===== config.mk =====
export PLATFORM = sky130hd
export DESIGN_NAME = hpc_ctrl
export DESIGN_NICKNAME = d
export VERILOG_FILES = /design/src/core/hpc_pkg.sv /design/src/core/hpc_txn_if.sv /design/src/core/hpc_txn_seq.sv /design/src/core/hpc_ctrl.sv
export SDC_FILE = /design/constraint.sdc
export NUM_CORES = 1
export LEC_CHECK = 0
export ABC_AREA = 1
export BUFFER_PORTS_ARGS = -buffer_cell sky130_fd_sc_hd__buf_2
export CORE_MARGIN = 2
export CORE_UTILIZATION = 40
export DETAILED_ROUTE_END_ITERATION = 8
export PLACE_DENSITY_LB_ADDON = 0.2
export SLEW_MARGIN = 10
export SYNTH_ARGS = -nofsm -noshare
export SYNTH_HDL_FRONTEND = slang
export SYNTH_HIERARCHICAL = 1
export SYNTH_SLANG_ARGS = --single-unit
export TNS_END_PERCENT = 10

===== constraint.sdc =====
create_clock -name core_clk -period 2.55 [get_ports core_clk]
set_input_delay 0.51 -clock core_clk [delete_from_list [all_inputs] [get_ports core_clk]]
set_output_delay 0.51 -clock core_clk [all_outputs]
set_load 0.05 [all_outputs]

===== src/core/hpc_pkg.sv =====
package hpc_pkg;
  // Endpoint count and hub address width.
  localparam int unsigned NUM_EP     = 8;
  localparam int unsigned EP_W       = 3;
  localparam int unsigned HUB_W      = 7;
  localparam int unsigned ADDR_W     = 8;
  localparam int unsigned DATA_W     = 32;

  // Register byte addresses.
  localparam logic [ADDR_W-1:0] OFS_MODE     = 8'h00;
  localparam logic [ADDR_W-1:0] OFS_PWRCFG   = 8'h04;
  localparam logic [ADDR_W-1:0] OFS_PWRCMD   = 8'h08;
  localparam logic [ADDR_W-1:0] OFS_REQ      = 8'h0C;
  localparam logic [ADDR_W-1:0] OFS_PEND     = 8'h10;
  localparam logic [ADDR_W-1:0] OFS_IRQ_STAT = 8'h14;
  localparam logic [ADDR_W-1:0] OFS_IRQ_MASK = 8'h18;
  localparam logic [ADDR_W-1:0] OFS_HUB_BASE = 8'h40;

  // Hub address window: bit 5 selects OUT(1)/IN(0), bits 4:2 the endpoint.
  localparam int unsigned HUB_DIR_BIT = 5;
  localparam int unsigned HUB_EP_LSB  = 2;

  // Power configuration fields.
  localparam int unsigned CFG_FLT_HIGH_BIT = 0;
  localparam int unsigned CFG_ACT_LSB      = 1;
  localparam int unsigned CFG_AUTO_BIT     = 3;
  localparam int unsigned CFG_EN_HIGH_BIT  = 4;
  localparam int unsigned CFG_FILTER_BIT   = 5;
  localparam int unsigned CFG_W            = 6;

  // Power command bits (write one to act).
  localparam int unsigned CMD_SUPPLY_ON  = 0;
  localparam int unsigned CMD_SUPPLY_OFF = 1;
  localparam int unsigned CMD_FAULT_ON   = 2;
  localparam int unsigned CMD_FAULT_OFF  = 3;
  localparam int unsigned CMD_SESS_ON    = 4;
  localparam int unsigned CMD_SESS_OFF   = 5;

  // Request register: bit 8 status request, bit 7 IN request, 2:0 endpoint.
  localparam int unsigned REQ_STATUS_BIT = 8;
  localparam int unsigned REQ_IN_BIT     = 7;

  // Interrupt status bits.
  localparam int unsigned IRQ_FAULT  = 0;
  localparam int unsigned IRQ_STATUS = 1;
  localparam int unsigned IRQ_INDATA = 2;
  localparam int unsigned IRQ_W      = 3;

  // Fault actions.
  typedef enum logic [1:0] {
    fault_action_none       = 2'h0,
    fault_action_hiz        = 2'h1,
    fault_action_drive_low  = 2'h2,
    fault_action_drive_high = 2'h3
  } fault_action_type;

  // Glitch filter: a bus-voltage dip shorter than this is ignored.
  localparam int unsigned FILTER_NS     = 1000;
  localparam int unsigned CLK_PERIOD_NS = 100;
  localparam int unsigned FILTER_CYC    = (FILTER_NS + CLK_PERIOD_NS - 1) / CLK_PERIOD_NS;
  localparam int unsigned FILT_W        = 4;

  localparam logic [CFG_W-1:0] CFG_RESET = 6'h00;
endpackage


===== src/core/hpc_txn_if.sv =====
interface hpc_txn_if;
  import hpc_pkg::*;
  logic            start;
  logic            is_status;
  logic [EP_W-1:0]  ep;
  logic [HUB_W-1:0] hub;
  logic            busy;
  logic            done;
  modport ctrl (output start, output is_status, output ep, output hub,
                input busy, input done);
  modport seq  (input start, input is_status, input ep, input hub,
                output busy, output done);
endinterface


===== src/core/hpc_txn_seq.sv =====
// Runs one IN token toward the device and waits for its data or status packet.
module hpc_txn_seq
  import hpc_pkg::*;
(
  // Clock and reset.
  input  wire logic       core_clk,
  input  wire logic       arst_n,
  // Controller side.
  hpc_txn_if.seq          txn,
  // Bus side.
  output logic            tok_valid,
  output logic [EP_W-1:0]  tok_ep,
  output logic [HUB_W-1:0] tok_hub,
  output logic            tok_status,
  input  wire logic       pkt_rcvd
);
  typedef enum logic [2:0] {
    st_idle = 3'b001,
    st_tok  = 3'b010,
    st_wait = 3'b100
  } seq_state_type;

  seq_state_type    state_q, state_d;
  logic [EP_W-1:0]  ep_q, ep_d;
  logic [HUB_W-1:0] hub_q, hub_d;
  logic             sts_q, sts_d;

  // Next-state logic; the request is captured so software may reprogram meanwhile.
  always_comb begin
    state_d = state_q;
    ep_d    = ep_q;
    hub_d   = hub_q;
    sts_d   = sts_q;
    case (state_q)
      st_idle: begin
        if (txn.start) begin
          ep_d    = txn.ep;
          hub_d   = txn.hub;
          sts_d   = txn.is_status;
          state_d = st_tok;
        end
      end
      st_tok:  state_d = st_wait;
      st_wait: begin
        if (pkt_rcvd) begin
          state_d = st_idle;
        end
      end
      default: state_d = st_idle;
    endcase
  end

  always_ff @(posedge core_clk or negedge arst_n) begin
    if (!arst_n) begin
      state_q <= st_idle;
      ep_q    <= '0;
      hub_q   <= '0;
      sts_q   <= 1'b0;
    end else begin
      state_q <= state_d;
      ep_q    <= ep_d;
      hub_q   <= hub_d;
      sts_q   <= sts_d;
    end
  end

  assign tok_valid  = (state_q == st_tok);
  assign tok_ep     = ep_q;
  assign tok_hub    = hub_q;
  assign tok_status = sts_q;
  assign txn.busy   = (state_q != st_idle);
  assign txn.done   = (state_q == st_wait) && pkt_rcvd;
endmodule


===== src/core/hpc_ctrl.sv =====
// Notes on behaviour
// - Per-endpoint hub address, IN and OUT, readable.
// - Writes load hub address; transfers use it.
// - Mode control switches controller to host role.
// - Fault input polarity is selectable low/high.
// - Fault applies chosen supply-enable action.
// - Manual mode: enable command drives active level.
// - Auto mode: session enable drives active level.
// - Optional glitch filter ignores short voltage dips.
// - Enable/disable commands switch supply output.
// - Disabled fault detection causes no action.
// - IN request schedules an IN transaction.
// - Status request issues endpoint-zero status IN.
// - Status request only on endpoint zero.
// - Received status packet raises an interrupt.
//
// Added by the designer: the strobed register port and the register offsets.
module hpc_ctrl
  import hpc_pkg::*;
(
  // Clock and reset.
  input  wire logic                  core_clk,
  input  wire logic                  arst_n,
  // Register port.
  input  wire logic [hpc_pkg::ADDR_W-1:0] reg_addr,
  input  wire logic [hpc_pkg::DATA_W-1:0] reg_wdata,
  input  wire logic                  reg_wr,
  input  wire logic                  reg_rd,
  output logic [hpc_pkg::DATA_W-1:0] reg_rdata,
  // Interrupt.
  output logic                       irq,
  // Power pins.
  input  wire logic                  power_fault_input,
  input  wire logic                  bus_voltage_low,
  output logic                       supply_enable_output,
  output logic                       supply_enable_oe,
  output logic                       bus_voltage_err,
  // Token path toward the attached device.
  output logic                       tok_valid,
  output logic [hpc_pkg::EP_W-1:0]   tok_ep,
  output logic [hpc_pkg::HUB_W-1:0]  tok_hub,
  output logic                       tok_status,
  input  wire logic                  pkt_rcvd,
  // Host role indication.
  output logic                       host_mode
);
  import hpc_pkg::*;

  // Register byte address to endpoint index in the hub window.
  function automatic logic [EP_W-1:0] hub_ep(input logic [ADDR_W-1:0] a);
    return a[HUB_EP_LSB +: EP_W];
  endfunction

  function automatic logic in_hub_win(input logic [ADDR_W-1:0] a);
    return (a[ADDR_W-1:HUB_DIR_BIT+1] == OFS_HUB_BASE[ADDR_W-1:HUB_DIR_BIT+1])
           && (a[1:0] == 2'h0);
  endfunction

  logic [HUB_W-1:0]  hub_in_q [NUM_EP];
  logic [HUB_W-1:0]  hub_in_d [NUM_EP];
  logic [HUB_W-1:0]  hub_out_q [NUM_EP];
  logic [HUB_W-1:0]  hub_out_d [NUM_EP];
  logic              host_q, host_d;
  logic [CFG_W-1:0]  cfg_q, cfg_d;
  logic              sup_on_q, sup_on_d;
  logic              flt_en_q, flt_en_d;
  logic              sess_q, sess_d;
  logic [NUM_EP-1:0] pend_q, pend_d;
  logic              pend_sts_q, pend_sts_d;
  logic [EP_W-1:0]   cur_ep_q, cur_ep_d;
  logic [IRQ_W-1:0]  stat_q, stat_d;
  logic [IRQ_W-1:0]  mask_q, mask_d;
  logic [FILT_W-1:0] filt_q, filt_d;
  logic [DATA_W-1:0] rdata_q, rdata_d;

  hpc_txn_if txn ();

  hpc_txn_seq u_seq (
    .core_clk   (core_clk),
    .arst_n     (arst_n),
    .txn        (txn.seq),
    .tok_valid  (tok_valid),
    .tok_ep     (tok_ep),
    .tok_hub    (tok_hub),
    .tok_status (tok_status),
    .pkt_rcvd   (pkt_rcvd)
  );

  // Hub address storage, one register per endpoint and direction.
  generate
    for (genvar g = 0; g < NUM_EP; g++) begin : g_hub
      always_comb begin
        hub_in_d[g]  = hub_in_q[g];
        hub_out_d[g] = hub_out_q[g];
        if (reg_wr && in_hub_win(reg_addr) && hub_ep(reg_addr) == EP_W'(g)) begin
          if (reg_addr[HUB_DIR_BIT]) begin
            hub_out_d[g] = reg_wdata[HUB_W-1:0];
          end else begin
            hub_in_d[g]  = reg_wdata[HUB_W-1:0];
          end
        end
      end
      always_ff @(posedge core_clk or negedge arst_n) begin
        if (!arst_n) begin
          hub_in_q[g]  <= '0;
          hub_out_q[g] <= '0;
        end else begin
          hub_in_q[g]  <= hub_in_d[g];
          hub_out_q[g] <= hub_out_d[g];
        end
      end
    end
  endgenerate

  // Fault sense: polarity select then enable gate.
  logic fault_raw;
  logic fault_evt;
  logic filt_dip;
  assign fault_raw = cfg_q[CFG_FLT_HIGH_BIT] ? power_fault_input
                                             : !power_fault_input;
  assign fault_evt = flt_en_q && host_q && fault_raw;

  // Glitch filter: a dip only counts once it has lasted FILTER_CYC cycles.
  assign filt_dip = bus_voltage_low && (filt_q == FILT_W'(FILTER_CYC));
  assign bus_voltage_err = cfg_q[CFG_FILTER_BIT] ? filt_dip : bus_voltage_low;

  // Scheduler: status request has priority, then lowest pending endpoint.
  logic        pick_any;
  logic [EP_W-1:0] pick_ep;
  always_comb begin
    pick_any = 1'b0;
    pick_ep  = '0;
    for (int i = NUM_EP - 1; i >= 0; i--) begin
      if (pend_q[i]) begin
        pick_any = 1'b1;
        pick_ep  = EP_W'(i);
      end
    end
  end

  logic launch_sts;
  logic launch_in;
  assign launch_sts      = host_q && pend_sts_q && !txn.busy;
  assign launch_in       = host_q && !pend_sts_q && pick_any && !txn.busy;
  assign txn.start       = launch_sts || launch_in;
  assign txn.is_status   = launch_sts;
  assign txn.ep          = launch_sts ? '0 : pick_ep;
  assign txn.hub         = launch_sts ? hub_in_q[0] : hub_in_q[pick_ep];

  // Control registers, commands, scheduler and interrupt status.
  logic [IRQ_W-1:0] evt;
  always_comb begin
    host_d     = host_q;
    cfg_d      = cfg_q;
    sup_on_d   = sup_on_q;
    flt_en_d   = flt_en_q;
    sess_d     = sess_q;
    pend_d     = pend_q;
    pend_sts_d = pend_sts_q;
    cur_ep_d   = cur_ep_q;
    mask_d     = mask_q;
    stat_d     = stat_q;
    filt_d     = bus_voltage_low ? (filt_dip ? filt_q : filt_q + FILT_W'(1)) : '0;
    evt        = '0;
    if (reg_wr) begin
      case (reg_addr)
        OFS_MODE:     host_d = reg_wdata[0];
        OFS_PWRCFG:   cfg_d  = reg_wdata[CFG_W-1:0];
        OFS_PWRCMD: begin
          if (reg_wdata[CMD_SUPPLY_ON])  sup_on_d = 1'b1;
          if (reg_wdata[CMD_SUPPLY_OFF]) sup_on_d = 1'b0;
          if (reg_wdata[CMD_FAULT_ON])   flt_en_d = 1'b1;
          if (reg_wdata[CMD_FAULT_OFF])  flt_en_d = 1'b0;
          if (reg_wdata[CMD_SESS_ON])    sess_d   = 1'b1;
          if (reg_wdata[CMD_SESS_OFF])   sess_d   = 1'b0;
        end
        OFS_REQ: begin
          if (reg_wdata[REQ_STATUS_BIT]) pend_sts_d = 1'b1;
          if (reg_wdata[REQ_IN_BIT]) begin
            pend_d[reg_wdata[EP_W-1:0]] = 1'b1;
          end
        end
        OFS_IRQ_STAT: stat_d = stat_q & ~reg_wdata[IRQ_W-1:0];
        OFS_IRQ_MASK: mask_d = reg_wdata[IRQ_W-1:0];
        default: ;
      endcase
    end
    if (launch_sts) begin
      pend_sts_d = 1'b0;
    end
    if (launch_in) begin
      pend_d[pick_ep] = 1'b0;
      cur_ep_d        = pick_ep;
    end
    if (!host_q) begin
      pend_d     = '0;
      pend_sts_d = 1'b0;
    end
    evt[IRQ_FAULT]  = fault_evt;
    evt[IRQ_STATUS] = txn.done && tok_status;
    evt[IRQ_INDATA] = txn.done && !tok_status;
    // Set wins over a clear written in the same cycle.
    stat_d = stat_d | evt;
    rdata_d = '0;
    if (reg_rd) begin
      if (in_hub_win(reg_addr)) begin
        rdata_d[HUB_W-1:0] = reg_addr[HUB_DIR_BIT] ? hub_out_q[hub_ep(reg_addr)]
                                                   : hub_in_q[hub_ep(reg_addr)];
      end else begin
        case (reg_addr)
          OFS_MODE:     rdata_d[0] = host_q;
          OFS_PWRCFG:   rdata_d[CFG_W-1:0] = cfg_q;
          OFS_PWRCMD:   rdata_d[2:0] = {sess_q, flt_en_q, sup_on_q};
          OFS_REQ:      rdata_d[EP_W-1:0] = cur_ep_q;
          OFS_PEND:     rdata_d[NUM_EP:0] = {pend_sts_q, pend_q};
          OFS_IRQ_STAT: rdata_d[IRQ_W-1:0] = stat_q;
          OFS_IRQ_MASK: rdata_d[IRQ_W-1:0] = mask_q;
          default:      rdata_d = '0;
        endcase
      end
    end
  end

  always_ff @(posedge core_clk or negedge arst_n) begin
    if (!arst_n) begin
      host_q     <= 1'b0;
      cfg_q      <= CFG_RESET;
      sup_on_q   <= 1'b0;
      flt_en_q   <= 1'b0;
      sess_q     <= 1'b0;
      pend_q     <= '0;
      pend_sts_q <= 1'b0;
      cur_ep_q   <= '0;
      stat_q     <= '0;
      mask_q     <= '0;
      filt_q     <= '0;
      rdata_q    <= '0;
    end else begin
      host_q     <= host_d;
      cfg_q      <= cfg_d;
      sup_on_q   <= sup_on_d;
      flt_en_q   <= flt_en_d;
      sess_q     <= sess_d;
      pend_q     <= pend_d;
      pend_sts_q <= pend_sts_d;
      cur_ep_q   <= cur_ep_d;
      stat_q     <= stat_d;
      mask_q     <= mask_d;
      filt_q     <= filt_d;
      rdata_q    <= rdata_d;
    end
  end

  // Supply-enable pin; a latched fault overrides until software clears it.
  fault_action_type act;
  logic             want_on;
  logic             en_lvl;
  logic             pin_d;
  logic             oe_d;
  assign act     = fault_action_type'(cfg_q[CFG_ACT_LSB +: 2]);
  assign want_on = cfg_q[CFG_AUTO_BIT] ? sess_q : sup_on_q;
  assign en_lvl  = cfg_q[CFG_EN_HIGH_BIT];
  always_comb begin
    pin_d = want_on ? en_lvl : !en_lvl;
    oe_d  = host_q;
    if (stat_q[IRQ_FAULT]) begin
      case (act)
        fault_action_hiz:        oe_d  = 1'b0;
        fault_action_drive_low:  pin_d = 1'b0;
        fault_action_drive_high: pin_d = 1'b1;
        default: ;
      endcase
    end
  end

  logic pin_q;
  logic oe_q;
  always_ff @(posedge core_clk or negedge arst_n) begin
    if (!arst_n) begin
      pin_q <= 1'b0;
      oe_q  <= 1'b0;
    end else begin
      pin_q <= pin_d;
      oe_q  <= oe_d;
    end
  end

  assign supply_enable_output = pin_q;
  assign supply_enable_oe     = oe_q;
  assign host_mode            = host_q;
  assign reg_rdata            = rdata_q;
  assign irq                  = |(stat_q & mask_q);
endmodule


==> impl_results.md <==
* Routed length per instance at 16.76 µm
* GR Overflow Total at 0
* Port bufs at 49
* RD Place Congestion at around 0.88
* Yosys warning count at 6
* Failing checks: negative hold slack
* Via-to-Cell Ratio at approximately 5
* Maximum number of pins on one net before global-route repair at 63
* Htree depth at 4
* Full die area at between 20000 and 25000 µm²
* Number of buffers created by CTS at 17
* R2R Setup Slk at 0.42 ns
* Cells after synthesis at between 1k and 1.5k
* Rel. slew slack at between 50% and 60%
* Worst supply voltage drop on vdd at ~0.28 mV
* Placed cell area at between 9000 and 10000 µm²
* Final Max Tran Viols at 0
* Remaining antenna violation count at 0
* Post-route standard cell area excluding fillers at 9808 µm²
* Clock tree from TritonCTS: done
* Number of optimization iterations in the first detailed-route pass at 5
* CTS resizes at 0
* Layout cell share with drive strength beyond 1 at a little under an eighth
* Number of clock sinks at approximately 170
* Number of hold buffers added after cts at 0
* Cell Count Post-Placement at 1452
* DRC violation total after the first TritonRoute iteration at 615
* Run status: finished, violations left
* Detailed placer's ending HPWL at ~18000 µm
* Total negative setup slack at 0 ns
* I/O pins at 96
* Number of cells traversed by the worst register-to-register path at 13
* Latest clock arrival within the worst-skew pair at 0.44 ns
* Final hold vios at 11
* Final net count at roughly 1.2k
* Antenna violations before repair at 0
* Min cycle time layout at between 2 and 2.5 ns
* Total global routing track utilization at a little under a quarter
* Clock Root Buffer: clkbuf_16
* Vias in the first global route at just over 7k
* Unrepaired setup endpoints after global routing: false
* Final worst hold slack at -0.01032 ns
* Mean instance size in the synthesized netlist at approximately 7.6 µm²
* Total number of vias at about 7.6k
* Sort of element at the end of the critical path: output port
* Footprint of the multi-input gates at between 3000 and 4000 µm²
* Critical path class: reg -> out
* Number of library cell types mapped by synthesis at between 40 and 50
* Arrival time at the worst endpoint at ~1.6 ns
* Worst Clk Skew at about 0.015 ns
* Top library cells by usage in the layout, fill and taps aside: nand2_1, dfrtp_1, o21ai_0
* Worst reg2reg path endpoint: u_seq/tok_hub[0]$_DFFE_PN0P_
* Slew at the pin closest to its max-slew limit at between 0.7 and 0.8 ns
* Count of fill cells added during filler insertion at 2139
* Remaining design rule violation count at 0
* Worst min-delay path category: in -> async
* Number of max-capacitance violations reported at 0
* Worst flop-to-flop path startpoint: pend_q[6]$_DFF_PN0_
* Horiz. Die Dim at about 150 µm
* Post-CTS Setup Bufs at 0
* Standby leakage power at just under 5 nW
* Summed instance area of the synthesized netlist at a little under 9000 µm²
* Area added between synthesis and finish at 12.58%
* Worst-path fanout max at 5
* Number of standard cells in the layout, taps in and fillers out at approximately 1.5k
* Clock-pin slew on the worst setup and hold paths at around 0.070 ns
* Number of rows created at floorplan at 53
* Most common cell after layout, fill and taps aside: nand2_1
* Wire length of the first global-routing pass at around 40000 µm
* Initial core utilization at about two fifths
* Highest attainable clock frequency at around 470 MHz
* Count of antenna diodes in the layout at 0
* Sequential cell area in the final layout at approximately 4200 µm²
* Final setup violation count at 0
* Worst Setup Start Kind: flip-flop
* Clk buf depth at 2
* Req. time, crit path at roughly 2.0 ns
* Final wirelength at about 25000 µm
* Die outline height at roughly 150 µm
* #FFs+latches synth at approximately 170
* Total power divided by cell area at roughly 630 nW/µm²
* Sequential cell area fraction in the yosys report at 48.56%
* Core outline area at 21220 µm²
* Tcrit/Tclk final at between 80% and 90%
cells by family after synthesis:
kind of cell	Yosys count	synth area share (%)
flops	169	48.56
fa+ha+maj	2	0.2872
other cells	1	0.04304
simple gates	604	29.30
buf+inv	171	9.077
compound gates	201	12.34
xor+xnor	4	0.4022
state kept, by name, indices dropped and copies added (netlist names), 4 cells and up:
signal,count
cfg_q,6
filt_q,4
hub_in_q,56
hub_out_q,56
pend_q,8
reg_rdata,9
u_seq/tok_hub,7
layout make-up:
cell class | count | area share [%]
sequential | 169 | 43.13
multi-input combinational | 834 | 38.47
timing repair buffer | 74 | 4.733
clock buffer | 18 | 4.478
inverter | 100 | 3.827
tap | 275 | 3.508
clock inverter | 14 | 1.850
power by group:
part | switching [W] | internal [W] | leakage [nW] | total, W
combinational | 0.000447 | 0.000161 | 2.29 | 0.000608
sequential | 0.0000774 | 0.00278 | 2.32 | 0.00286
clock | 0.00121 | 0.00152 | 0.302 | 0.00273
synth_stat cells, drive strengths merged:
| library cell | count | area share (%) |
|---|---|---|
| nand2 | 365 | 16 |
| dfrtp | 168 | 48 |
| o21ai | 158 | 9.1 |
| nor2 | 143 | 6.9 |
| inv | 99 | 4.3 |
| buf | 58 | 4.2 |
| nand3 | 55 | 3.4 |
| nand4 | 28 | 2.0 |
| a21oi | 13 | 0.79 |
| clkbuf | 13 | 0.56 |
| o22ai | 11 | 0.79 |
| a22oi | 8 | 0.69 |
| nor3 | 6 | 0.47 |
| or2 | 4 | 0.29 |
| a31oi | 3 | 0.22 |
| xor2 | 3 | 0.30 |
| a211oi | 2 | 0.17 |
| ha | 2 | 0.29 |
| nand3b | 2 | 0.17 |
| a21boi | 1 | 0.086 |
| a2bb2oi | 1 | 0.10 |
| clkinv | 1 | 0.043 |
| conb | 1 | 0.043 |
| dfstp | 1 | 0.30 |
| nor4 | 1 | 0.072 |
| o211ai | 1 | 0.086 |
| o21a | 1 | 0.086 |
| o221ai | 1 | 0.10 |
| o22a | 1 | 0.10 |
| xnor2 | 1 | 0.10 |
per-stage QoR:
stage	power (W)	util [%]	setup WS (ns)
final	0.006196	46.22	0.4103
after global routing	0.006448	46.22	0.2620
after CTS	0.006243	46.22	0.3960
after detailed placement	0.003520	43.30	0.4177
after global placement	0.003512	43.30	0.4655
after floorplan	0.003305	-	0.4018
critical path, stage by stage (launching register included):
cell,delay (ns)
dfrtp_1,0.40
inv_1,0.09
ha_1,0.16
nand3_1,0.14
o21ai_0,0.11
buf_2,0.28
worst max-delay path by stage:
| stage | startpoint | to | slack [ns] | depth (start not counted) |
|---|---|---|---|---|
| 6_report | filt_q[0]$_DFFE_PN0P_ | bus_voltage_err | 0.41 | 5 |
| 4_1_cts | filt_q[0]$_DFFE_PN0P_ | bus_voltage_err | 0.40 | 5 |
| 3_3_place_gp | reg_addr[3] | reg_rdata[3]$_DFF_PN0_ | 0.47 | 12 |
| 3_5_place_dp | reg_addr[1] | hub_out_q[8]$_DFFE_PN0P_ | 0.42 | 8 |
| 2_1_floorplan | bus_voltage_low | bus_voltage_err | 0.40 | 2 |
| 5_1_grt | pend_q[6]$_DFF_PN0_ | u_seq/tok_hub[0]$_DFFE_PN0P_ | 0.26 | 13 |
routing by layer:
| layer | up-vias | routed length [µm] | track usage [%] |
|---|---|---|---|
| met2 | 256 | 11120 | 35.54 |
| met4 | 0 | 380 | 5.556 |
| met1 | 3558 | 12020 | 33.53 |
| met3 | 32 | 1347 | 3.713 |
| li1 | 3748 | - | - |
| met5 | - | 0 | 0 |
(Power assumes the default switching activity.)
